--- config.mk ---
export PLATFORM = sky130hd
export DESIGN_NAME = shared_function_io_ports
export DESIGN_NICKNAME = d
export VERILOG_FILES = /design/src/rtl/gpio_share_pkg.sv /design/src/rtl/gpio_pin_group.sv /design/src/rtl/serial_shifter.sv /design/src/rtl/shared_function_io_ports.sv
export SDC_FILE = /design/constraint.sdc
export NUM_CORES = 1
export LEC_CHECK = 0
export BUFFER_PORTS_ARGS = -buffer_cell sky130_fd_sc_hd__buf_2
export CELL_PAD_IN_SITES_DETAIL_PLACEMENT = 0
export CELL_PAD_IN_SITES_GLOBAL_PLACEMENT = 1
export CORE_ASPECT_RATIO = 0.8
export CORE_MARGIN = 1.5
export CORE_UTILIZATION = 42
export CTS_CLUSTER_SIZE = 20
export DETAILED_ROUTE_END_ITERATION = 12
export PLACE_DENSITY = 0.84
export SLEW_MARGIN = 5
export SYNTH_ARGS = -nofsm -noshare
export SYNTH_HDL_FRONTEND = slang
export SYNTH_HIERARCHICAL = 1
export SYNTH_SLANG_ARGS = --single-unit
--- constraint.sdc ---
create_clock -name pclk -period 2.3 [get_ports pclk]
set_input_delay 0 -clock pclk [delete_from_list [all_inputs] [get_ports pclk]]
set_output_delay 0 -clock pclk [all_outputs]
set_load 0.1 [all_outputs]
--- src/rtl/gpio_share_pkg.sv ---
package gpio_share_pkg;

  // ----------------------------------------
  // register indices (byte address = 4 * index)
  // ----------------------------------------
  localparam logic [5:0] IDX_PORT_A_DATA = 6'h00;
  localparam logic [5:0] IDX_PORT_B_DATA = 6'h01;
  localparam logic [5:0] IDX_PORT_C_DATA = 6'h02;
  localparam logic [5:0] IDX_PORT_D_DATA = 6'h03;
  localparam logic [5:0] IDX_PORT_A_DIR  = 6'h04;
  localparam logic [5:0] IDX_PORT_B_DIR  = 6'h05;
  localparam logic [5:0] IDX_PORT_C_DIR  = 6'h06;
  localparam logic [5:0] IDX_PORT_D_DIR  = 6'h07;
  localparam logic [5:0] IDX_SERIAL_CTRL = 6'h08;
  localparam logic [5:0] IDX_SERIAL_STAT = 6'h09;
  localparam logic [5:0] IDX_SERIAL_DATA = 6'h0A;
  localparam logic [5:0] IDX_CONV_CTRL   = 6'h0B;

  // ----------------------------------------
  // field positions and reset values
  // ----------------------------------------
  localparam int         SERIAL_ENABLE_POS = 6;
  localparam int         MASTER_SELECT_POS = 4;
  localparam int         COMPLETE_POS      = 7;
  localparam int         COLLISION_POS     = 6;
  localparam int         CONV_ON_POS       = 5;
  localparam int         SCK_POS           = 7;
  localparam int         SDI_POS           = 6;
  localparam int         SDO_POS           = 5;
  localparam int         CAPTURE_POS       = 7;
  localparam logic [7:0] SERIAL_PIN_MASK   = 8'hE0;
  localparam logic [7:0] ANALOG_PIN_MASK   = 8'hF8;
  localparam logic [7:0] REG_RESET         = 8'h00;
  localparam logic [3:0] SCK_HALF_CYCLES   = 4'h2;

  // one pin group as seen from the pads
  typedef struct packed {
    logic [7:0] out;
    logic [7:0] oe;
  } pins_s;

  // analog channel n sits on port C bit 6-n
  function automatic logic [7:0] channel_mask(input logic [1:0] ch);
    channel_mask = 8'h40 >> ch;
  endfunction : channel_mask

endpackage : gpio_share_pkg

--- src/rtl/gpio_pin_group.sv ---
`timescale 1ns/10ps
module gpio_pin_group (
  input  wire logic [7:0]           data,
  input  wire logic [7:0]           dir,
  input  wire logic [7:0]           own_mask,
  input  wire logic [7:0]           own_out,
  input  wire logic [7:0]           own_oe,
  input  wire logic [7:0]           pin_in,
  output gpio_share_pkg::pins_s     pins,
  output logic      [7:0]           rdata
);
  import gpio_share_pkg::*;

  // ----------------------------------------
  // pad drive and read-back
  // ----------------------------------------
  // owned pins follow their function; others follow data and direction
  always_comb begin
    pins.out = (own_mask & own_out) | (~own_mask & data);
    pins.oe  = (own_mask & own_oe) | (~own_mask & dir);
    // outputs read the latch, inputs and owned pins read the pad
    rdata    = (~own_mask & dir & data) | ((own_mask | ~dir) & pin_in);
  end

endmodule : gpio_pin_group

--- src/rtl/serial_shifter.sv ---
`timescale 1ns/10ps
module serial_shifter (
  input  wire logic       pclk,
  input  wire logic       presetn,
  input  wire logic       enable,
  input  wire logic       master,
  input  wire logic       start,
  input  wire logic [7:0] load_data,
  input  wire logic       sck_in,
  input  wire logic       sdi,
  output logic            sck_out,
  output logic            sdo,
  output logic [7:0]      shift_data,
  output logic            busy,
  output logic            done
);
  import gpio_share_pkg::*;

  typedef enum logic [1:0] {
    ST_IDLE = 2'b01,
    ST_RUN  = 2'b10
  } shift_state_e;

  shift_state_e state_reg, state_next;
  logic [7:0]   shift_reg, shift_next;
  logic [2:0]   cnt_reg, cnt_next;
  logic [3:0]   div_reg, div_next;
  logic         sck_reg, sck_next;
  logic         sck_prev_reg;
  logic         done_reg, done_next;
  logic         rise;

  // ----------------------------------------
  // next state
  // ----------------------------------------
  // slave edges come from the pad, master edges from the divider
  always_comb begin
    state_next = state_reg;
    shift_next = shift_reg;
    cnt_next   = cnt_reg;
    div_next   = div_reg;
    sck_next   = sck_reg;
    done_next  = 1'b0;
    rise       = 1'b0;
    if (!master) begin
      rise = sck_in & ~sck_prev_reg;
    end else if (state_reg == ST_RUN || sck_reg) begin
      div_next = div_reg + 4'h1;
      if (div_reg == SCK_HALF_CYCLES - 4'h1) begin
        div_next = 4'h0;
        sck_next = ~sck_reg;
        rise     = ~sck_reg;
      end
    end
    case (state_reg)
      ST_IDLE: begin
        if (start) begin
          shift_next = load_data;
          cnt_next   = 3'h0;
          div_next   = 4'h0;
          sck_next   = 1'b0;
          state_next = ST_RUN;
        end else if (rise) begin
          // slave transfer opened by the far master's first edge
          shift_next = {shift_reg[6:0], sdi};
          cnt_next   = 3'h1;
          state_next = ST_RUN;
        end
      end
      ST_RUN: begin
        if (rise) begin
          shift_next = {shift_reg[6:0], sdi};
          cnt_next   = cnt_reg + 3'h1;
          if (cnt_reg == 3'h7) begin
            done_next  = 1'b1;
            state_next = ST_IDLE;
          end
        end
      end
      default: state_next = ST_IDLE;
    endcase
    // disabling aborts and resets the bit counter
    if (!enable) begin
      state_next = ST_IDLE;
      cnt_next   = 3'h0;
      div_next   = 4'h0;
      sck_next   = 1'b0;
    end
  end

  // ----------------------------------------
  // registers
  // ----------------------------------------
  always_ff @(posedge pclk or negedge presetn) begin
    if (!presetn) begin
      state_reg    <= ST_IDLE;
      shift_reg    <= REG_RESET;
      cnt_reg      <= 3'h0;
      div_reg      <= 4'h0;
      sck_reg      <= 1'b0;
      sck_prev_reg <= 1'b0;
      done_reg     <= 1'b0;
    end else begin
      state_reg    <= state_next;
      shift_reg    <= shift_next;
      cnt_reg      <= cnt_next;
      div_reg      <= div_next;
      sck_reg      <= sck_next;
      sck_prev_reg <= sck_in;
      done_reg     <= done_next;
    end
  end

  assign sck_out    = sck_reg;
  assign sdo        = shift_reg[7];
  assign shift_data = shift_reg;
  assign busy       = (state_reg == ST_RUN);
  assign done       = done_reg;

endmodule : serial_shifter

--- src/rtl/shared_function_io_ports.sv ---
`timescale 1ns/10ps
// Summary of operation
// - Reset clears all four direction registers asynchronously, without needing a clock.
// - The capture pin is always an input and the compare pin always an output.
// - Port C is an 8-bit general port whose five shared pins are plain I/O when the converter is off.
// - With the converter on, C7 is its high reference and C6..C3 are channels selected by software.
// - With the converter on, C7..C3 never drive; only C2..C0 may be outputs.
// - With the converter on, the selected channel bit reads zero in port C data.
// - The port B direction register sits at index 0x05 and steers port B pins.
// - Serial enable (control bit 6) gives B7..B5 to the serial port; clearing returns them.
// - In master mode B7 drives the serial clock, B6 is data in and B5 is data out.
// - In master mode a data write while idle loads the shifter and starts a transfer.
// - In slave mode the B7 clock pin is an input; data pins keep their roles.
// - Setting serial enable loads B direction bits; clearing it leaves them.
module shared_function_io_ports (
  input  wire logic                  pclk,
  input  wire logic                  presetn,
  input  wire logic                  psel,
  input  wire logic                  penable,
  input  wire logic                  pwrite,
  input  wire logic [7:0]            paddr,
  input  wire logic [31:0]           pwdata,
  output logic      [31:0]           prdata,
  output logic                       pready,
  output logic                       pslverr,
  input  wire logic [7:0]            port_a_in,
  output gpio_share_pkg::pins_s      port_a_pins,
  input  wire logic [7:0]            port_b_in,
  output gpio_share_pkg::pins_s      port_b_pins,
  input  wire logic [7:0]            port_c_in,
  output gpio_share_pkg::pins_s      port_c_pins,
  input  wire logic [7:0]            port_d_in,
  output gpio_share_pkg::pins_s      port_d_pins,
  input  wire logic                  compare_level,
  output logic                       compare_output_pin,
  output logic                       converter_on,
  output logic      [1:0]            converter_channel
);
  import gpio_share_pkg::*;

  // ----------------------------------------
  // state
  // ----------------------------------------
  logic [7:0]  data_reg [0:3];
  logic [7:0]  data_next [0:3];
  logic [7:0]  dir_reg [0:3];
  logic [7:0]  dir_next [0:3];
  logic [7:0]  sctrl_reg, sctrl_next;
  logic [7:0]  conv_reg, conv_next;
  logic        complete_reg, complete_next;
  logic        collision_reg, collision_next;
  logic        armed_reg, armed_next;
  logic [31:0] prdata_reg, prdata_next;
  logic        err_reg, err_next;
  logic        compare_reg;

  logic [7:0]  rd_port [0:3];
  logic [7:0]  own_mask [0:3];
  logic [7:0]  own_out [0:3];
  logic [7:0]  own_oe [0:3];
  logic [7:0]  port_in [0:3];
  pins_s       pins [0:3];
  logic [5:0]  idx;
  logic        setup, access, wr, rd;
  logic        ser_en, ser_master, start;
  logic        sck_out, sdo, busy, done;
  logic [7:0]  shift_data;
  logic [7:0]  c_read;

  assign idx        = paddr[7:2];
  assign setup      = psel & ~penable;
  assign access     = psel & penable;
  assign wr         = access & pwrite & ~err_reg;
  assign rd         = access & ~pwrite & ~err_reg;
  assign ser_en     = sctrl_reg[SERIAL_ENABLE_POS];
  assign ser_master = sctrl_reg[MASTER_SELECT_POS];
  assign port_in[0] = port_a_in;
  assign port_in[1] = port_b_in;
  assign port_in[2] = port_c_in;
  assign port_in[3] = port_d_in;

  // ----------------------------------------
  // function ownership of pins
  // ----------------------------------------
  always_comb begin
    for (int i = 0; i < 4; i++) begin
      own_mask[i] = 8'h00;
      own_out[i]  = 8'h00;
      own_oe[i]   = 8'h00;
    end
    if (ser_en) begin
      own_mask[1] = SERIAL_PIN_MASK;
      own_out[1][SCK_POS] = sck_out;
      own_out[1][SDO_POS] = sdo;
      own_oe[1][SCK_POS]  = ser_master;
      // data out may still be floated via its direction bit
      own_oe[1][SDO_POS]  = dir_reg[1][SDO_POS];
    end
    if (conv_reg[CONV_ON_POS]) begin
      own_mask[2] = ANALOG_PIN_MASK;
    end
    own_mask[3][CAPTURE_POS] = 1'b1;
  end

  // ----------------------------------------
  // pin groups
  // ----------------------------------------
  // function overrides data and direction
  genvar g;
  generate
    for (g = 0; g < 4; g++) begin : gen_port
      gpio_pin_group u_group (
        .data     (data_reg[g]),
        .dir      (dir_reg[g]),
        .own_mask (own_mask[g]),
        .own_out  (own_out[g]),
        .own_oe   (own_oe[g]),
        .pin_in   (port_in[g]),
        .pins     (pins[g]),
        .rdata    (rd_port[g])
      );
    end
  endgenerate

  assign port_a_pins = pins[0];
  assign port_b_pins = pins[1];
  assign port_c_pins = pins[2];
  assign port_d_pins = pins[3];

  assign c_read = conv_reg[CONV_ON_POS] ?
                  (rd_port[2] & ~channel_mask(conv_reg[1:0])) : rd_port[2];

  // ----------------------------------------
  // serial shifter
  // ----------------------------------------
  // data write starts master transfer
  assign start = wr & (idx == IDX_SERIAL_DATA) & ser_en & ser_master & ~busy;

  serial_shifter u_shifter (
    .pclk       (pclk),
    .presetn    (presetn),
    .enable     (ser_en),
    .master     (ser_master),
    .start      (start),
    .load_data  (pwdata[7:0]),
    .sck_in     (port_b_in[SCK_POS]),
    .sdi        (port_b_in[SDI_POS]),
    .sck_out    (sck_out),
    .sdo        (sdo),
    .shift_data (shift_data),
    .busy       (busy),
    .done       (done)
  );

  // ----------------------------------------
  // register writes and flags
  // ----------------------------------------
  // software writes to C7..C3 while converting are accepted; caller beware
  always_comb begin
    for (int i = 0; i < 4; i++) begin
      data_next[i] = data_reg[i];
      dir_next[i]  = dir_reg[i];
    end
    sctrl_next     = sctrl_reg;
    conv_next      = conv_reg;
    complete_next  = complete_reg;
    collision_next = collision_reg;
    armed_next     = armed_reg;
    if (wr) begin
      case (idx)
        IDX_PORT_A_DATA, IDX_PORT_B_DATA,
        IDX_PORT_C_DATA, IDX_PORT_D_DATA: data_next[idx[1:0]] = pwdata[7:0];
        // port B direction at index 5
        IDX_PORT_A_DIR, IDX_PORT_B_DIR,
        IDX_PORT_C_DIR, IDX_PORT_D_DIR: dir_next[idx[1:0]] = pwdata[7:0];
        IDX_SERIAL_CTRL: begin
          sctrl_next = pwdata[7:0] &
                       ((8'h01 << SERIAL_ENABLE_POS) | (8'h01 << MASTER_SELECT_POS));
          if (pwdata[SERIAL_ENABLE_POS] && !ser_en) begin
            dir_next[1][SCK_POS] = pwdata[MASTER_SELECT_POS];
            dir_next[1][SDI_POS] = 1'b0;
            dir_next[1][SDO_POS] = 1'b1;
          end
          // disabling is the way out of a collision with no completion
          if (!pwdata[SERIAL_ENABLE_POS]) begin
            collision_next = 1'b0;
            armed_next     = 1'b0;
          end
        end
        IDX_CONV_CTRL: conv_next = pwdata[7:0] & 8'h23;
        default: ;
      endcase
    end
    // status read while complete arms the clearing sequence
    if (rd && idx == IDX_SERIAL_STAT && complete_reg) begin
      armed_next = 1'b1;
    end
    if (access && !err_reg && idx == IDX_SERIAL_DATA) begin
      if (armed_reg) begin
        complete_next  = 1'b0;
        collision_next = 1'b0;
        armed_next     = 1'b0;
      end
      if (busy) begin
        collision_next = 1'b1;
      end
    end
    // a completion in the clearing cycle wins over the clear
    if (done) begin
      complete_next = 1'b1;
    end
  end

  // ----------------------------------------
  // read path, taken in the setup phase
  // ----------------------------------------
  // reading during setup keeps prdata on a flop with no wait state
  always_comb begin
    prdata_next = prdata_reg;
    err_next    = err_reg;
    if (setup) begin
      prdata_next = 32'h0000_0000;
      err_next    = 1'b0;
      case (idx)
        IDX_PORT_A_DATA: prdata_next[7:0] = rd_port[0];
        IDX_PORT_B_DATA: prdata_next[7:0] = rd_port[1];
        IDX_PORT_C_DATA: prdata_next[7:0] = c_read;
        IDX_PORT_D_DATA: prdata_next[7:0] = rd_port[3];
        IDX_PORT_A_DIR, IDX_PORT_B_DIR,
        IDX_PORT_C_DIR, IDX_PORT_D_DIR: prdata_next[7:0] = dir_reg[idx[1:0]];
        IDX_SERIAL_CTRL: prdata_next[7:0] = sctrl_reg;
        IDX_SERIAL_STAT: begin
          prdata_next[COMPLETE_POS]  = complete_reg;
          prdata_next[COLLISION_POS] = collision_reg;
        end
        IDX_SERIAL_DATA: prdata_next[7:0] = shift_data;
        IDX_CONV_CTRL:   prdata_next[7:0] = conv_reg;
        default:         err_next = 1'b1;
      endcase
    end
  end

  // ----------------------------------------
  // registers
  // ----------------------------------------
  // async clear of directions
  always_ff @(posedge pclk or negedge presetn) begin
    if (!presetn) begin
      for (int i = 0; i < 4; i++) begin
        data_reg[i] <= REG_RESET;
        dir_reg[i]  <= REG_RESET;
      end
      sctrl_reg     <= REG_RESET;
      conv_reg      <= REG_RESET;
      complete_reg  <= 1'b0;
      collision_reg <= 1'b0;
      armed_reg     <= 1'b0;
      prdata_reg    <= 32'h0000_0000;
      err_reg       <= 1'b0;
      compare_reg   <= 1'b0;
    end else begin
      for (int i = 0; i < 4; i++) begin
        data_reg[i] <= data_next[i];
        dir_reg[i]  <= dir_next[i];
      end
      sctrl_reg     <= sctrl_next;
      conv_reg      <= conv_next;
      complete_reg  <= complete_next;
      collision_reg <= collision_next;
      armed_reg     <= armed_next;
      prdata_reg    <= prdata_next;
      err_reg       <= err_next;
      compare_reg   <= compare_level;
    end
  end

  // ----------------------------------------
  // outputs
  // ----------------------------------------
  // compare pin output only
  assign compare_output_pin = compare_reg;
  assign converter_on       = conv_reg[CONV_ON_POS];
  assign converter_channel  = conv_reg[1:0];
  assign prdata             = prdata_reg;
  assign pready             = 1'b1;
  assign pslverr            = access & err_reg;

endmodule : shared_function_io_ports

; ---- After elaboration in Yosys (flattened, before gate mapping)
; Index checks and enable logic that the tools add are counted.
[word_totals]
ff_bits = 102
input_bits = 78
out_inout_bits = 102
word_cells = 189
[classes]
addsub = 2
n_lt_le_gt_ge = 2
n_eq_ne = 20
shift = 1
mux = 66
n_bitwise = 49
reduce_logical = 25
[ops]
columns = cell, count
row1 = bitwise AND 8 bit, 14
row2 = bitwise mux 32 bit, 2
row3 = two-way mux 8 bit, 8
row4 = bitwise OR 8 bit, 8
row5 = inverter 8 bit, 6
row6 = case mux 6 bit (8 select lines), 1
row7 = two-way mux 1 bit, 32
row8 = equality test 6 x 3 -> 1 bit (second input constant), 4
row9 = equality test 6 x 4 -> 1 bit (second input constant), 4
row10 = two-way mux 4 bit, 6
row11 = binary-select mux 8 bit (select 2 bit), 1
row12 = demux 8 bit (select 2 bit), 1
row13 = case mux 2 bit (8 select lines), 1
row14 = case mux 8 bit (2 select lines), 1
row15 = two-way mux 3 bit, 5
row16 = bitwise AND 1 bit, 12
row17 = equality test 6 x 2 -> 1 bit (second input constant), 2
row18 = case mux 3 bit (2 select lines), 2
row19 = OR reduction 12 bit, 1
row20 = two-way mux 2 bit, 5
row21 = AND reduction 2 bit, 5
row22 = AND reduction 3 bit, 3
row23 = bitwise AND 7 x 8 -> 8 bit, 1
row24 = nonzero test 2 bit, 4
row25 = 23 further kinds, 36

; ---- Logic depth before layout (Yosys ltp)
[depth]
word_depth = 10
mapped_depth = 10
ltp_nobuf = 8

; ---- Hierarchy
; The synthesis kept the hierarchy.
[by_module_without_submodules]
columns = module, instances, cells_each, area_each_um2, seq_area_each_um2
row1 = shared_function_io_ports, 1, 338, 4236.6, 2052.0
row2 = gpio_pin_group, 4, 39, 375.4, 0.0
row3 = serial_shifter, 1, 95, 1067.3, 501.7

; ---- Least setup slack after synthesis
; Ideal clock, no wire load.
[synth_timing]
path_type = flip-flop to flip-flop
start = register conv_reg[5]
end = register prdata_reg[5] (netlist: prdata[5])
arrival_ns = 2.318
t_required_ns = 2.158
path_slack_ns = -0.159
stages_incl_launch_ff = 6
period_less_slack_ns = 2.459
cell_sequence = dfrtp_1 > nand2b_4 > mux2_4 > o2111a_1 > o311ai_0 > o211ai_1
[synth_lines]
columns = item, line
row1 = from (decl), shared_function_io_ports.sv:49  ; logic [7:0] conv_reg, conv_next;
row2 = from (signal assigned), shared_function_io_ports.sv:267  ; conv_reg <= conv_next;
row3 = to (signal assigned), shared_function_io_ports.sv:271  ; prdata_reg <= prdata_next;
row4 = to (decl), shared_function_io_ports.sv:53  ; logic [31:0] prdata_reg, prdata_next;

; ---- Worst setup path in the final report
[layout_timing]
start = register u_shifter.state_reg[0]
end = register u_shifter.shift_reg[3] (netlist: u_shifter/shift_data[3])
[layout_via]
word_cells_on_any_way = 11
cone_classes = eq/ne (2) / mux (5) / bitwise (2) / reduce/logical (2)
[layout_lines]
columns = item, line
row1 = from (decl), serial_shifter.sv:24  ; shift_state_e state_reg, state_next;
row2 = from (signal assigned), serial_shifter.sv:104  ; state_reg <= state_next;
row3 = equality test 2 bit, serial_shifter.sv:117  ; assign busy = (state_reg == ST_RUN);
row4 = named net busy, shared_function_io_ports.sv:66  ; logic sck_out, sdo, busy, done;
row5 = inverter 1 bit, shared_function_io_ports.sv:137  ; assign start = wr & (idx == IDX_SERIAL_DATA) & ser_en & ser_master & ~busy;
row6 = bitwise AND 1 bit, shared_function_io_ports.sv:137
row7 = named net start, shared_function_io_ports.sv:65  ; logic ser_en, ser_master, start;
row8 = two-way mux 8 bit, serial_shifter.sv:57  ; if (start) begin
row9 = case mux 8 bit (2 select lines), serial_shifter.sv:55  ; case (state_reg)
row10 = to (signal assigned), serial_shifter.sv:105  ; shift_reg <= shift_next;
row11 = to (decl), serial_shifter.sv:25  ; logic [7:0] shift_reg, shift_next;
; The timed path passes the listed nets, and every way through them passes these cells.
; A chain may end at the register's enable or synchronous reset.

==> results.py <==
metrics = {
    "status": {
        "outcome": "complete, no violations",
    },
    "clocking": {
        "clk_latency_ps": 350,
        "cts_tree": "built",
        "ctsLongestPathBuffers": 2,
        "cts_root_buf": "clkbuf_16",
        "hold_buffers": 4,
        "cts_buffers": 9,
        "numClockSinks": 102,
        "cts_resized": 0,
        "cts.reportedPaths.clkPinSlew_ps": 70,
        "post-cts-setup-buffers": 0,
        "cts-htree-levels": 3,
    },
    "placement": {
        "post-dp-hpwl_um": 13980,
        "dpl.cell_count": 1078,
        "place.gp.congestion": 0.8915,
        "port_buffers": 126,
    },
    "global_routing": {
        "grt_pass1_vias": 5239,
        "grt_use_total": 0.2253,
        "grt_max_degree": 44,
        "antenna_found_initial": 1,
        "grt_pass1_wl_um": 29270,
        "overflow": 0,
    },
    "floorplan": {
        "initial_core_util": 0.4307,
        "die_h_um": 116.9,
        "ioPinCount": 180,
        "die_x_um": 145.3,
        "rows": 41,
        "dieArea_um2": 16980,
        "core-area_um2": 15800,
    },
    "timing": {
        "setup_tns_ps": 0,
        "clock_skew_ps": 7.153,
        "setup-violations-final": 0,
        "worstMarginPinSlew_ps": 694.9,
        "slew_violations": 0,
        "max_slew_margin": 0.5355,
        "fin_hold_ws_ps": 11.12,
        "fin_crit_ps": 2129,
        "final_hold_viol_count": 0,
        "fmax_ghz": 0.4697,
        "rsz0062_at_grt": "no",
        "period_share": 0.9256,
    },
    "finish": {
        "diodes": 0,
        "final_cell_mix": "conb_1 (157), buf_2 (125), mux2_2 (101)",
        "seqCellArea_um2": 2555,
        "final_cells": 1098,
        "final_common_cell": "conb_1",
        "nNetsFinal": 963,
        "fin_util": 0.5488,
        "drive_gt1_frac": 0.4270,
        "areaGrowthSynthToFinish_pct": 27.41,
        "multi_input_area_um2": 4521,
        "n_fill_cell": 1456,
    },
    "critical_path": {
        "crit_slowest_cell": "dfstp_2",
        "required_ps": 2590,
        "path_max_fanout": 11,
        "timing.rr.end": "u_shifter/shift_data[3]$_DFFE_PN0P_",
        "ff2ff_setup_slack_ps": 170,
        "critical_path_class": "flip-flop to flip-flop",
        "worstReg2RegStart": "u_shifter/state_reg[0]$_DFFE_PN1P_",
        "setup.worst_path.start_class": "flip-flop",
        "endpoint_kind": "flip-flop",
        "rr_worst_depth": 7,
        "cp_cell_sequence": "inv_1 > ha_1 > and4b_1 > nand2b_1 > nor3b_2 > nor2_2 > o22a_1",
        "cp.arrival_ps": 2420,
        "crit_path_max_incr_delay_ps": 540,
    },
    "synthesis": {
        "ys.flop_type": "dfrtp_1",
        "yosys_warnings": 6,
        "synthCells": 589,
        "synth_cell_types": 73,
        "ys_ff_latch": 102,
        "synth.avg_cell_area_um2": 11.55,
        "netlist_area_um2": 6805,
        "async_flop_share": 1.000,
        "seq_area_frac_synth": 0.3753,
        "synth-edff-count": 0,
    },
    "hold_path": {
        "hp-class": "input pin to flip-flop",
        "whs_path_depth": 2,
        "worstHoldStart": "pwdata[3]",
        "hold_end": "dir_reg[27]$_DFFE_PN0P_",
    },
    "route": {
        "drt_first_pass_iters": 4,
        "detail_route.wl_per_cell_um": 16.72,
        "vias": 5327,
        "route.detailed.drc": 0,
        "detail-route-antenna-nets": 0,
        "viasPerCell": 4.852,
        "drt-total-wl_um": 18360,
        "drt-initial-drc-count": 374,
    },
    "power": {
        "p_leak_nw": 4.649,
        "p_int_mw": 3.166,
        "irDropWorstVdd_mv": 0.3641,
        "swShare": 0.3510,
        "power.share.sequential": 0.399,
        "pwr-share-comb": 0.267,
        "p_clk_frac": 0.335,
        "powerDensity_nw_per_um2": 562.6,
        "p_sw_mw": 1.712,
    },
    "job": {
        "maxCapViolations": 0,
    },
}
## logic make-up after synthesis
kind of cell / after synthesis / synth area share
compound gates: 86 / 0.1006
flops: 102 / 0.3753
mux: 143 / 0.2671
simple gates: 197 / 0.1953
other cells: 2 / 0.001104
buf+inv: 52 / 0.04780
fa+ha+maj: 7 / 0.01287
## layout make-up
| type | instances | area share |
|---|---|---|
| well taps | 215 | 0.03102 |
| multi-input cells | 590 | 0.5214 |
| repair buffers | 170 | 0.1137 |
| clock inverters | 2 | 0.004329 |
| inverters | 5 | 0.002165 |
| flip-flops and latches | 102 | 0.2947 |
| clock buffers | 14 | 0.03276 |
## power by group through the flow
stage               Clock, mW  Combinational (mW)  Sequential [mW]
global placement            0                1.28             1.98
finish                   1.63                1.30             1.94
detailed placement          0                1.29             1.98
global route             1.73                1.37             1.95
floorplan                   0                1.13             1.98
CTS                      1.66                1.30             1.94
## layer usage
metal  routed length (um)  up-vias  track usage
li1                     -     2567            -
met1                 8844     2510       0.3256
met2                 7712      220       0.3403
met3                 1478       30      0.05233
met4                  321        0      0.06122
met5                    0        -            0
## worst max path at each step
stage | endpoint | slack [ps] | start
2_1_floorplan | prdata[7]$_DFFE_PN0P_ | 290 | conv_reg[5]$_DFFE_PN0P_
3_3_place_gp | u_shifter/shift_data[3]$_DFFE_PN0P_ | 250 | u_shifter/state_reg[0]$_DFFE_PN1P_
3_5_place_dp | u_shifter/shift_data[3]$_DFFE_PN0P_ | 230 | u_shifter/state_reg[0]$_DFFE_PN1P_
4_1_cts | u_shifter/shift_data[3]$_DFFE_PN0P_ | 210 | u_shifter/state_reg[0]$_DFFE_PN1P_
5_1_grt | u_shifter/shift_data[3]$_DFFE_PN0P_ | 80 | u_shifter/state_reg[0]$_DFFE_PN1P_
6_report | u_shifter/shift_data[3]$_DFFE_PN0P_ | 170 | u_shifter/state_reg[0]$_DFFE_PN1P_
## cells in the mapped netlist, drive strengths merged (4+ instances only)
cell,count,area (um^2)
a21oi,10,53.80
mux2,133,1618
nor3,9,78.83
o22a,17,148.9
mux4,8,180.2
and2,10,65.06
a21o,6,45.04
o21ai,10,53.80
dfrtp,101,2527
o311ai,4,35.03
nor2b,7,53.80
inv,5,18.77
nor2,13,56.31
nand2b,31,404.1
o211ai,6,45.04
clkbuf,8,30.03
a32o,4,40.04
nand3,6,35.03
nand2,77,296.5
nand3b,6,45.04
ha,7,87.58
buf,39,276.5
o21a,4,30.03
a221oi,4,35.03
and3,19,118.9
## metrics by stage
step           setup WS (ps)  total power, mW  area (um^2)
5_1_grt                78.21            5.053         8671
2_1_floorplan          290.5            3.113         7388
6_report               171.1            4.878         8671
4_1_cts                211.2            4.903         8671
3_5_place_dp           230.5            3.265         8309
3_3_place_gp           253.8            3.260         8309
## critical path: cells and delay by family, from the launching register on
family	cells	cell delay (ps)
flip-flops	1	540
adder cells (fa/ha/maj)	1	330
AO/OA/AOI/OAI	1	200
buffers and inverters	1	60
AND/OR/NAND/NOR	4	950
(Power assumes the default switching activity.)
